File: src/rtl/cca_pkg.sv
// Overview of operation
// [RULE1] Capture edge copies counter into module register
// [RULE2] Edge selects pick rising, falling or both
// [RULE3] Event sets flag; only software clears it
// [RULE4] Pin level stays readable for both-edge capture
// [RULE5] Pin levels must last two clocks
// [RULE6] Compare match sets flag, requests interrupt
// [RULE7] Low byte write clears, high sets compare
// [RULE8] Software writes low byte before high byte
// [RULE9] High-speed output toggles pin on match
// [RULE10] Frequency output toggles, adds high to low
// [RULE11] Zero half period acts as 256 clocks
// [RULE12] 8-bit PWM: set on match, clear overflow
// [RULE13] Low overflow reloads low byte from high
// [RULE14] Compare disabled PWM holds output low
// [RULE15] 16-bit PWM: set on match, clear overflow
// [RULE16] Software times duty updates to match interrupts
// [RULE17] Watchdog enable turns module 2 into watchdog
// [RULE18] Watchdog enabled after every reset
// [RULE19] Watchdog freezes counter writes, timebase, module 2
// [RULE20] Run bit cannot stop counter under watchdog
// [RULE21] Watchdog high byte match issues reset
// [RULE22] High byte write reloads counter high plus offset
// [RULE23] Writing module 2 flag forces watchdog reset
// [RULE24] Timebase codes select divide twelve, four, one
package cca_pkg;

    localparam int NUM_MOD = 3;

    // Register byte offsets
    localparam logic [7:0] OFS_CTRL = 8'h00;
    localparam logic [7:0] OFS_MODE = 8'h04;
    localparam logic [7:0] OFS_CNT_LO = 8'h08;
    localparam logic [7:0] OFS_CNT_HI = 8'h0C;
    localparam logic [7:0] OFS_MODREG = 8'h10;
    localparam logic [7:0] OFS_CMP_LO = 8'h20;
    localparam logic [7:0] OFS_CMP_HI = 8'h30;
    localparam logic [7:0] OFS_STRIDE = 8'h04;

    // array_control_reg fields
    localparam int CTRL_OVF = 7;
    localparam int CTRL_RUN = 6;

    // array_mode_reg fields
    localparam int MD_IDLE = 7;
    localparam int MD_WATCHDOG_ENABLE = 6;
    localparam int MD_LOCK = 5;
    localparam int MD_TB_LSB = 1;
    localparam int MD_OVF_IE = 0;

    // module_mode_reg fields
    localparam int MM_WIDE = 7;
    localparam int MM_ECOM = 6;
    localparam int MM_RISE = 5;
    localparam int MM_FALL = 4;
    localparam int MM_MAT = 3;
    localparam int MM_TOG = 2;
    localparam int MM_PWM = 1;
    localparam int MM_IE = 0;

    // Reset values
    localparam logic [7:0] RST_MODE = 8'h40;
    localparam logic [7:0] RST_BYTE = 8'h00;

    // Timebase codes
    localparam logic [2:0] TB_DIV12 = 3'h0;
    localparam logic [2:0] TB_DIV4 = 3'h1;
    localparam logic [2:0] TB_SYSCLK = 3'h4;

    // Timebase divider
    localparam logic [3:0] DIV12_LAST = 4'hB;
    localparam logic [1:0] DIV4_LAST = 2'h3;

    typedef struct packed {
        logic [15:0] cnt;
        logic [7:0] snap;
        logic ovf;
        logic run;
        logic [2:0] flag;
        logic idle;
        logic watchdog_enable;
        logic lock;
        logic [2:0] tb;
        logic ovfIe;
        logic [2:0][7:0] mode;
        logic [2:0][7:0] cmpLo;
        logic [2:0][7:0] cmpHi;
        logic [2:0] pinOut;
        logic [2:0][2:0] pinHist;
        logic [3:0] div;
        logic [31:0] rdata;
        logic wdReset;
    } cca_state_t;

endpackage : cca_pkg
File: src/rtl/cca_capture_compare.sv
`timescale 1ns/1ps
`default_nettype none

module cca_capture_compare
    import cca_pkg::*;
(
    input wire logic clk,
    input wire logic rst_n,
    input wire logic psel,
    input wire logic penable,
    input wire logic pwrite,
    input wire logic [7:0] paddr,
    input wire logic [31:0] pwdata,
    output logic [31:0] prdata,
    output logic pready,
    output logic pslverr,
    input wire logic [2:0] modulePinIn,
    output logic [2:0] modulePinOut,
    output logic [2:0] modulePinOe,
    input wire logic cpuIdle,
    output logic irqReq,
    output logic watchdogReset
);

    ////////////////////////////////////////////////////////////////////////
    // State

    cca_state_t s;
    cca_state_t next_s;

    logic acc;
    logic wr;
    logic rd;
    logic tbTick;
    logic tick;
    logic [15:0] cntInc;
    logic hit;
    logic [7:0] rv;
    logic [7:0] md;
    logic rise;
    logic fall;
    logic capMode;
    logic cmpMatch;
    logic loMatch;
    logic loWrap;
    logic hiWrap;

    ////////////////////////////////////////////////////////////////////////
    // Bus handshake

    assign acc = psel & penable;
    assign wr = acc & pwrite;
    assign rd = acc & ~pwrite;
    assign pready = acc;
    assign prdata = s.rdata;
    assign modulePinOut = s.pinOut;
    assign watchdogReset = s.wdReset;

    always_comb begin
        hit = 1'b1;
        if (paddr == OFS_CTRL || paddr == OFS_MODE) begin
            hit = 1'b1;
        end else if (paddr == OFS_CNT_LO || paddr == OFS_CNT_HI) begin
            hit = 1'b1;
        end else if (paddr >= OFS_MODREG && paddr < OFS_CMP_HI + 8'hC) begin
            hit = (paddr[1:0] == 2'h0) && (paddr[3:2] != 2'h3);
        end else begin
            hit = 1'b0;
        end
    end

    assign pslverr = acc & ~hit;

    ////////////////////////////////////////////////////////////////////////
    // Outputs from registers

    always_comb begin
        irqReq = s.ovf & s.ovfIe;
        for (int i = 0; i < NUM_MOD; i++) begin
            irqReq = irqReq | (s.flag[i] & s.mode[i][MM_IE]); // [RULE3]
            // Pin driven only by output modes
            modulePinOe[i] = s.mode[i][MM_ECOM] & (s.mode[i][MM_TOG] | s.mode[i][MM_PWM]);
        end
        if (s.watchdog_enable) begin
            modulePinOe[2] = 1'b0;
        end
    end

    ////////////////////////////////////////////////////////////////////////
    // Timebase and counter

    always_comb begin
        case (s.tb) // [RULE24]
            TB_DIV12: tbTick = (s.div == DIV12_LAST);
            TB_DIV4: tbTick = (s.div[1:0] == DIV4_LAST);
            TB_SYSCLK: tbTick = 1'b1;
            default: tbTick = 1'b0;
        endcase
    end

    // Watchdog keeps the counter running regardless of the run bit
    assign tick = tbTick & (s.run | s.watchdog_enable) & ~(s.idle & cpuIdle); // [RULE19] [RULE20]
    assign cntInc = s.cnt + 16'h0001;

    ////////////////////////////////////////////////////////////////////////
    // Next state

    always_comb begin
        next_s = s;
        rv = 8'h00;
        md = 8'h00;
        rise = 1'b0;
        fall = 1'b0;
        capMode = 1'b0;
        cmpMatch = 1'b0;
        loMatch = 1'b0;
        loWrap = 1'b0;
        hiWrap = 1'b0;
        next_s.wdReset = 1'b0;

        if (s.div == DIV12_LAST) begin
            next_s.div = 4'h0;
        end else begin
            next_s.div = s.div + 4'h1;
        end

        // Read data prepared in the setup phase
        if (psel & ~penable & ~pwrite) begin
            case (paddr)
                OFS_CTRL: rv = {s.ovf, s.run, 3'b000, s.flag};
                OFS_MODE: rv = {s.idle, s.watchdog_enable, s.lock, 1'b0, s.tb, s.ovfIe};
                OFS_CNT_LO: rv = s.cnt[7:0];
                OFS_CNT_HI: rv = s.snap;
                default: begin
                    for (int i = 0; i < NUM_MOD; i++) begin
                        if (paddr == OFS_MODREG + OFS_STRIDE * 8'(i)) begin
                            rv = s.mode[i];
                        end
                        if (paddr == OFS_CMP_LO + OFS_STRIDE * 8'(i)) begin
                            rv = s.cmpLo[i];
                        end
                        if (paddr == OFS_CMP_HI + OFS_STRIDE * 8'(i)) begin
                            rv = s.cmpHi[i];
                        end
                    end
                end
            endcase
            next_s.rdata = {24'h000000, rv};
        end

        // Reading the low byte freezes the high byte for the next read
        if (rd && paddr == OFS_CNT_LO) begin
            next_s.snap = s.cnt[15:8];
        end

        // Software writes
        if (wr) begin
            case (paddr)
                OFS_CTRL: begin
                    next_s.ovf = pwdata[CTRL_OVF];
                    next_s.run = pwdata[CTRL_RUN];
                    next_s.flag = pwdata[2:0];
                    if (s.watchdog_enable && pwdata[2]) begin
                        next_s.wdReset = 1'b1; // [RULE23]
                    end
                end
                OFS_MODE: begin
                    if (s.watchdog_enable) begin
                        // Only the enable and lock stay writable
                        next_s.watchdog_enable = pwdata[MD_WATCHDOG_ENABLE] | s.lock; // [RULE19]
                        next_s.lock = pwdata[MD_LOCK] | s.lock;
                    end else begin
                        next_s.idle = pwdata[MD_IDLE];
                        next_s.watchdog_enable = pwdata[MD_WATCHDOG_ENABLE] | pwdata[MD_LOCK];
                        next_s.lock = pwdata[MD_LOCK];
                        next_s.tb = pwdata[MD_TB_LSB +: 3];
                        next_s.ovfIe = pwdata[MD_OVF_IE];
                    end
                end
                OFS_CNT_LO: begin
                    if (!s.watchdog_enable) begin
                        next_s.cnt[7:0] = pwdata[7:0]; // [RULE19]
                    end
                end
                OFS_CNT_HI: begin
                    if (!s.watchdog_enable) begin
                        next_s.cnt[15:8] = pwdata[7:0]; // [RULE19]
                    end
                end
                default: begin
                    for (int i = 0; i < NUM_MOD; i++) begin
                        if (paddr == OFS_MODREG + OFS_STRIDE * 8'(i)) begin
                            if (!(i == 2 && s.watchdog_enable)) begin
                                next_s.mode[i] = pwdata[7:0]; // [RULE19]
                            end
                        end
                        if (paddr == OFS_CMP_LO + OFS_STRIDE * 8'(i)) begin
                            next_s.cmpLo[i] = pwdata[7:0];
                            if (!(i == 2 && s.watchdog_enable)) begin
                                next_s.mode[i][MM_ECOM] = 1'b0; // [RULE7]
                            end
                        end
                        if (paddr == OFS_CMP_HI + OFS_STRIDE * 8'(i)) begin
                            if (i == 2 && s.watchdog_enable) begin
                                // Refresh: new deadline from the running count
                                next_s.cmpHi[i] = s.cnt[15:8] + s.cmpLo[i]; // [RULE22]
                            end else begin
                                next_s.cmpHi[i] = pwdata[7:0];
                                next_s.mode[i][MM_ECOM] = 1'b1; // [RULE7] [RULE8]
                            end
                        end
                    end
                end
            endcase
        end

        // Counter advance
        if (tick) begin
            next_s.cnt = cntInc;
            if (cntInc == 16'h0000) begin
                next_s.ovf = 1'b1;
            end
        end

        // Watchdog deadline: low byte wraps while high byte matches
        if (s.watchdog_enable && tick && s.cnt[7:0] == 8'hFF && s.cnt[15:8] == s.cmpHi[2]) begin
            next_s.wdReset = 1'b1; // [RULE17] [RULE21]
        end

        // Per-module behaviour
        for (int i = 0; i < NUM_MOD; i++) begin
            next_s.pinHist[i] = {s.pinHist[i][1:0], modulePinIn[i]};
            // New level must be seen on two samples
            rise = (s.pinHist[i] == 3'b011); // [RULE5]
            fall = (s.pinHist[i] == 3'b100); // [RULE5]
            md = s.mode[i];
            capMode = ~md[MM_MAT] & ~md[MM_TOG] & ~md[MM_PWM];
            cmpMatch = tick && cntInc == {s.cmpHi[i], s.cmpLo[i]};
            loMatch = tick && cntInc[7:0] == s.cmpLo[i];
            loWrap = tick && cntInc[7:0] == 8'h00;
            hiWrap = tick && cntInc == 16'h0000;

            if (i == 2 && s.watchdog_enable) begin
                // Module 2 serves as the watchdog only
                next_s.pinOut[i] = s.pinOut[i]; // [RULE19]
            end else if (capMode) begin
                if ((rise & md[MM_RISE]) | (fall & md[MM_FALL])) begin // [RULE2] [RULE4]
                    {next_s.cmpHi[i], next_s.cmpLo[i]} = s.cnt; // [RULE1]
                    next_s.flag[i] = 1'b1; // [RULE3]
                end
            end else if (md[MM_PWM] && !md[MM_ECOM]) begin
                next_s.pinOut[i] = 1'b0; // [RULE14]
            end else if (md[MM_PWM] && md[MM_TOG]) begin
                if (loMatch) begin
                    next_s.pinOut[i] = ~s.pinOut[i]; // [RULE10]
                    // Adding zero leaves the value: next match is 256 counter ticks away
                    next_s.cmpLo[i] = s.cmpLo[i] + s.cmpHi[i]; // [RULE10] [RULE11]
                    if (md[MM_MAT]) begin
                        next_s.flag[i] = 1'b1;
                    end
                end
            end else if (md[MM_PWM] && md[MM_WIDE]) begin
                if (cmpMatch) begin
                    next_s.pinOut[i] = 1'b1; // [RULE15]
                    if (md[MM_MAT]) begin
                        next_s.flag[i] = 1'b1;
                    end
                end else if (hiWrap) begin
                    next_s.pinOut[i] = 1'b0; // [RULE15]
                end
            end else if (md[MM_PWM]) begin
                if (loWrap) begin
                    next_s.cmpLo[i] = s.cmpHi[i]; // [RULE13]
                    // Zero setting means output never falls
                    next_s.pinOut[i] = (s.cmpHi[i] == 8'h00); // [RULE12]
                end else if (loMatch) begin
                    next_s.pinOut[i] = 1'b1; // [RULE12]
                    if (md[MM_MAT]) begin
                        next_s.flag[i] = 1'b1;
                    end
                end
            end else if (md[MM_ECOM] && md[MM_MAT] && cmpMatch) begin
                next_s.flag[i] = 1'b1; // [RULE6]
                if (md[MM_TOG]) begin
                    next_s.pinOut[i] = ~s.pinOut[i]; // [RULE9]
                end
            end
        end
    end

    ////////////////////////////////////////////////////////////////////////
    // Registers

    always_ff @(posedge clk or negedge rst_n) begin
        if (!rst_n) begin
            s <= '0;
            s.watchdog_enable <= RST_MODE[MD_WATCHDOG_ENABLE]; // [RULE18]
            s.tb <= TB_DIV12;
            s.cmpLo <= {RST_BYTE, RST_BYTE, RST_BYTE};
            s.cmpHi <= {RST_BYTE, RST_BYTE, RST_BYTE};
        end else begin
            s <= next_s;
        end
    end

endmodule : cca_capture_compare

`default_nettype wire

File: config.mk
export PLATFORM = sky130hd
export DESIGN_NAME = cca_capture_compare
export DESIGN_NICKNAME = d
export VERILOG_FILES = /design/src/rtl/cca_pkg.sv /design/src/rtl/cca_capture_compare.sv
export SDC_FILE = /design/constraint.sdc
export NUM_CORES = 1
export LEC_CHECK = 0
export ABC_AREA = 1
export BUFFER_PORTS_ARGS = -buffer_cell sky130_fd_sc_hd__buf_2
export CORE_MARGIN = 5
export CORE_UTILIZATION = 30
export CTS_CLUSTER_SIZE = 20
export DETAILED_ROUTE_END_ITERATION = 8
export GPL_TIMING_DRIVEN = 0
export SYNTH_ARGS = -nofsm -noshare
export SYNTH_HDL_FRONTEND = slang
export SYNTH_SLANG_ARGS = --single-unit
File: constraint.sdc
create_clock -name clk -period 6.2 [get_ports clk]
set_clock_uncertainty 0.15 [all_clocks]
set_input_delay 0.93 -clock clk [delete_from_list [all_inputs] [get_ports clk]]
set_output_delay 0.93 -clock clk [all_outputs]
set_load 0.03 [all_outputs]
==> results of run 1 <==
state kept, by name, indices dropped and copies added (netlist names):
register,cells
modulePinOut,3
prdata,8
s,107
watchdogReset,1
md,8
next_s,6
cell families (layout without fill, tap and decap cells):
logic type	Yosys count	in the layout	share of synthesized area, %
compound gates	403	403	19.8
xor+xnor	38	38	2.93
fa+ha+maj	34	34	4.00
buf+inv	333	408	12.6
flops	133	133	29.3
other cells	1	25	0.0330
simple gates	809	809	31.3
report_power, final:
| group | total [uW] | internal (uW) | leakage, uW | switching, uW |
|---|---|---|---|---|
| logic | 1230 | 465 | 0.00450 | 762 |
| clock network | 1160 | 690 | 0.000305 | 472 |
| registers | 1140 | 965 | 0.00158 | 176 |
| total | 3530 | 2120 | 0.00639 | 1410 |
cell usage in the layout (no fill, tap or decap), drive strengths merged, types with 20 or more instances in the layout:
master,n
o21ai,182
nor3,20
a21oi,130
buf,93
nand2,480
inv,263
nand3,96
xor2,24
conb,24
clkbuf,39
nor2,159
ha,30
o211ai,25
nand4,29
dfrtp,132
worst max-delay path, delay by kind of cell (launching register included):
family / cells / cell delay, ps
DFF: 1 / 680
and+or+nand+nor: 13 / 2860
through the flow:
step | hold WS [ps] | power (uW)
finish | 242 | 3530
global route | 261 | 3730
CTS | 251 | 3510
detailed placement | 240 | 2340
global placement | 234 | 2310
floorplan | 224 | 1990
final timing paths:
check / to / depth (start not counted)
min in group asynchronous: s[95] / 1
max in group asynchronous: s[126] / 2
max reg2reg: modulePinOut[0] / 13
max: modulePinOut[0] / 13
min reg2reg: s[42] / 0
min: s[42] / 0
cell type report:
cell class	count	share of cell area, %
Timing Repair Buffer	43	1.88
Buffer	70	3.46
Inverter	263	7.60
Clock buffer	19	3.41
Antenna cell	1	0.0193
Clock inverter	13	1.48
Multi-Input combinational cell	1308	51.6
Tap cell	511	4.92
Sequential cell	133	25.6
metal layers:
metal | share of wire [%] | global-route usage [%]
met1 | 41 | 32.2
met5 | 0 | 0
met3 | 8.7 | 4.78
met4 | 5.9 | 12.5
met2 | 44 | 38.0
==> flow_metrics.tcl, run 1 <==
set metrics [dict create \
    max_freq_ghz 0.264 \
    fin_setup_tns_ps 0 \
    grt_pass1_vias 11700 \
    worstPathArrival_ps 3990 \
    postSynthAreaPerCell_um2 6.50 \
    cp_cell_sequence "nand2_1 -> nor2_2 -> nand3_1 -> nand2_1 -> nand3_1 -> nor2_1 -> nand3_1 -> nor2_1 -> nor2_1 -> nand3_1 -> nand3b_1 -> nand2_1 -> nand2_1" \
    globalRouteOverflowTotal 0 \
    rrSetupSlack_ps 2410 \
    grt_pass1_wl_mm 76.0 \
    yosys.area.top_type "dfrtp_1" \
    hpwlAfterDp_mm 39.1 \
    clock-root-buffer "clkbuf_16" \
    period_minus_slack_ps 3790 \
    cts_tree "yes" \
    yosysMostFrequentCell "nand2_1" \
    clk_latency_ps 460 \
    cts_resized 0 \
    die_h_um 205 \
    multi_input_area_um2 6700 \
    synth.distinct_cells 56 \
    io_pins 91 \
    synth_edf_count 0 \
    worst_path_max_delay_cell "nor2_1" \
    mappedNetlistArea_um2 11400 \
    worstPathMaxFanout 6 \
    ys.flop_type "dfrtp_1" \
    htreeDepth 4 \
    start_util_pct 30.3 \
    hp-start "next_s[42]" \
    synthArstFlopShare_pct 100 \
    r2r_start "s[148]" \
    fin_util_pct 34.6 \
    status "finished clean" \
    fp-row-count 71 \
    area_growth_pct 14.2 \
    fin_crit_sh_pct 61.2 \
    postLayoutCellArea_um2 13000 \
    synthTopCellsByArea "dfrtp_1 29%, nand2_1 15%, inv_1 8.1%" \
    cp-start-kind "flop" \
    vdd_drop_max_mv 0.204 \
    max_stage_delay_ps 760 \
    ys_top_cells_by_count "457 x nand2_1, 246 x inv_1, 159 x o21ai_0, 144 x nor2_1, 132 x dfrtp_1" \
    power_leakage_uw 0.00639 \
    postSynthCellCount 1751 \
    grt_antenna_before_repair 1 \
    drt_iter0_markers 1511 \
    finalSetupViolCount 0 \
    hold_buffers 0 \
    worstSetupStartpoint "s[148]" \
    postLayoutSetupSlackWorst_ps 2410 \
    power.density_nw_per_um2 272 \
    fillers 4092 \
    cts_setup_buffers 0 \
    cp-end-kind "flop" \
    dieArea_um2 41900 \
    layout.cells.non_filler 2361 \
    tightest_slew_ps 1210 \
    synth_top_area_share_pct 29.0 \
    final_antenna_net_count 0 \
    place_inst 2328 \
    hold_path.class "flop to flop" \
    finalHoldViolCount 0 \
    vias 12700 \
    cts_buffers 17 \
    cts_buffer_depth 2 \
    yosys_warnings 0 \
    post-place-ws_ps 1590 \
    nNetsFinal 1919 \
    totalWireLength_mm 51.7 \
    portBuffers 42 \
    cts_sinks 133 \
    drc 0 \
    grt_usage_pct 24.4 \
    drv_slew 0 \
    gp_congestion 1.02 \
    drive_above_1_share_pct 10.7 \
    viasPerCell 5.36 \
    maxSlewHeadroom_pct 17.4 \
    grt_start_max_net_pins 80 \
    regArea_um2 3330 \
    clk_pin_slew_ps 70 \
    ys_seq_area_share_pct 29.3 \
    max_cap_violations 0 \
    avgRoutedWirePerCell_um 21.9 \
    synth-seq-cells 133 \
    rsz0062_at_grt "false" \
    drt_first_pass_iters 6 \
    die_w_um 205 \
    critPathKind "flop to flop" \
    coreArea_um2 37600 \
    cp.required_ps 6400 \
    dpl-instance-area_um2 12300 \
]
Note: power is estimated with default switching activity, not from simulation.
==> run 2: changes to the inputs <==
clock period = 3.44 ns   (was 6.2 ns; I/O delays follow)
==> run 2 against run 1 <==
Effect of this change: sequential power rose by 81%; combinational power rose by 80%; largest power group unchanged; design area rose by 0.15%; register-to-register slack got worse by 2300 ps; non-clock buffer count rose by 1; sequential cell count did not move; count of clock-buffer cells in the layout did not move; clock power rose by 80%; sequential share of layout area barely moved.
==> flow_metrics.tcl, run 2 (synthesized netlist as in run 1, its figures left out) <==
set metrics [dict create \
    fillers 4093 \
    postLayoutCellArea_um2 13000 \
    max_cap_violations 0 \
    r2r_start "s[144]" \
    postLayoutSetupSlackWorst_ps 93.2 \
    vias 12700 \
    grt_pass1_vias 11700 \
    clk_pin_slew_ps 70 \
    drt_first_pass_iters 6 \
    clock_power_share_pct 32.8 \
    cp-start-kind "flop" \
    regArea_um2 3330 \
    critPathTopFamily "simple AND/OR/NAND/NOR gates" \
    nNetsFinal 1920 \
    cts_buffer_depth 2 \
    clk_latency_ps 460 \
    globalRouteOverflowTotal 0 \
    die_h_um 205 \
    cp-end-kind "flop" \
    tightest_slew_ps 1160 \
    rr_worst_depth 15 \
    fin_crit_sh_pct 97.3 \
    power.density_nw_per_um2 489 \
    final_antenna_net_count 0 \
    grt_usage_pct 24.4 \
    max_stage_delay_ps 430 \
    drt_iter0_markers 1426 \
    p_switching_uw 2540 \
    worstPathMaxFanout 8 \
    hpwlAfterDp_mm 39.1 \
    worstPathArrival_ps 3540 \
    cp.required_ps 3640 \
    io_pins 91 \
    cts_buffers 17 \
    clock-root-buffer "clkbuf_16" \
    worstSetupEndpoint "modulePinOut[0]" \
    dpl-instance-area_um2 12300 \
    rsz0062_at_grt "false" \
    rrSetupSlack_ps 90 \
    dieArea_um2 41900 \
    portBuffers 42 \
    drc 0 \
    largest_register "s" \
    status "finished clean" \
    drv_slew 0 \
    coreArea_um2 37600 \
    htreeDepth 4 \
    die_w_um 205 \
    totalWireLength_mm 51.6 \
    place_inst 2328 \
    largest_register_ffs 107 \
    period_minus_slack_ps 3350 \
    finalSetupViolCount 0 \
    p_int_uw 3820 \
    cts_sinks 133 \
    worst-path-buf-inv 2 \
    maxSlewHeadroom_pct 20.5 \
    worstSetupStartpoint "s[144]" \
    layout.cells.non_filler 2363 \
    rr_endpoint "modulePinOut[0]" \
    crit_cells 15 \
    multi_input_area_um2 6710 \
    layout_common_cells "457 x nand2_1, 246 x inv_1, 159 x o21ai_0" \
    p_total_uw 6360 \
    cp_cell_sequence "buf_4 -> inv_1 -> nor2_4 -> nand2_1 -> nand2_1 -> nand2_1 -> nand3_1 -> nor2_1 -> nand3_1 -> nor2_4 -> nor2_1 -> nand3_1 -> nand3b_1 -> nand2_1 -> nand2_1" \
    start_util_pct 30.3 \
    drive_above_1_share_pct 10.7 \
    hold_path.class "input port to flop" \
    grt_pass1_wl_mm 76.0 \
    gp_congestion 1.02 \
    viasPerCell 5.36 \
    cts_tree "yes" \
    grt_antenna_before_repair 1 \
    finalHoldViolCount 0 \
    grt_start_max_net_pins 80 \
    post-place-ws_ps -753 \
    vdd_drop_max_mv 0.365 \
    fp-row-count 71 \
    p_comb_share_pct 34.8 \
    cp_common_cell "nand2_1" \
    layout_commonest_cell "nand2_1" \
    worst_path_max_delay_cell "inv_1" \
    area_growth_pct 14.4 \
    pwr-share-seq_pct 32.3 \
    critPathKind "flop to flop" \
    max_freq_ghz 0.299 \
    power_leakage_uw 0.00639 \
    avgRoutedWirePerCell_um 21.8 \
    swShare_pct 39.9 \
]
run 2: changes by cell type in the layout (fill, tap and decap cells not counted):
cell / before / now
dlygate4sd3_1: 0 / 1
nor2_4: 7 / 8
nor2_1: 144 / 143
diode_2: 1 / 2
run 2: worst min path at each step:
| stage | to | depth (start not counted) | slack [ps] | start |
|---|---|---|---|---|
| after floorplan | md[0] | 0 | 70 | rst_n |
| after global placement | s[39] | 0 | 230 | next_s[39] |
| after detailed placement | s[39] | 0 | 240 | next_s[39] |
| after CTS | next_s[38] | 1 | 2 | modulePinIn[0] |
| after global routing | next_s[38] | 1 | 6 | modulePinIn[0] |
| final | next_s[38] | 1 | 10 | modulePinIn[0] |
run 2: area by class of cell:
class / instances / area share (%)
diodes: 2 / 0.0385
plain buffers: 70 / 3.45
clock buffers: 19 / 3.40
clock inverters: 13 / 1.48
inverters: 263 / 7.59
multi-input cells: 1308 / 51.6
flip-flops and latches: 133 / 25.6
well taps: 511 / 4.91
repair buffers: 44 / 1.95
run 2: timing repair:
item,in CTS,in global routing
hold endpoints to repair,54,0
buffers inserted,0,0
setup endpoints to repair,5,3
hold buffers,1,0
resized for setup,2,1
run 2: stage by stage:
step	TNS, ps	util [%]	hold WS, ps
floorplan	0	-	70.4
global placement	-63480	32.8	234
detailed placement	-1630	32.9	240
CTS	0	34.6	1.85
global route	0	34.6	5.72
finish	0	34.6	10.6
run 2: power by group through the flow:
stage | Sequential [uW] | Clock (uW) | Combinational [uW]
after floorplan | 1910 | 0 | 1680
after global placement | 2070 | 0 | 2100
after detailed placement | 2060 | 0 | 2160
after CTS | 2040 | 2110 | 2180
after global routing | 2060 | 2170 | 2490
final | 2060 | 2090 | 2220
run 2: routing by layer:
metal  track usage, %  part of all wire [%]  vias up
met2             37.7                    44      659
met4             13.4                   6.1        0
met3             5.03                   8.2      138
met5                0                     0        -
met1             31.9                    41     5995
li1                 -                     -     5865
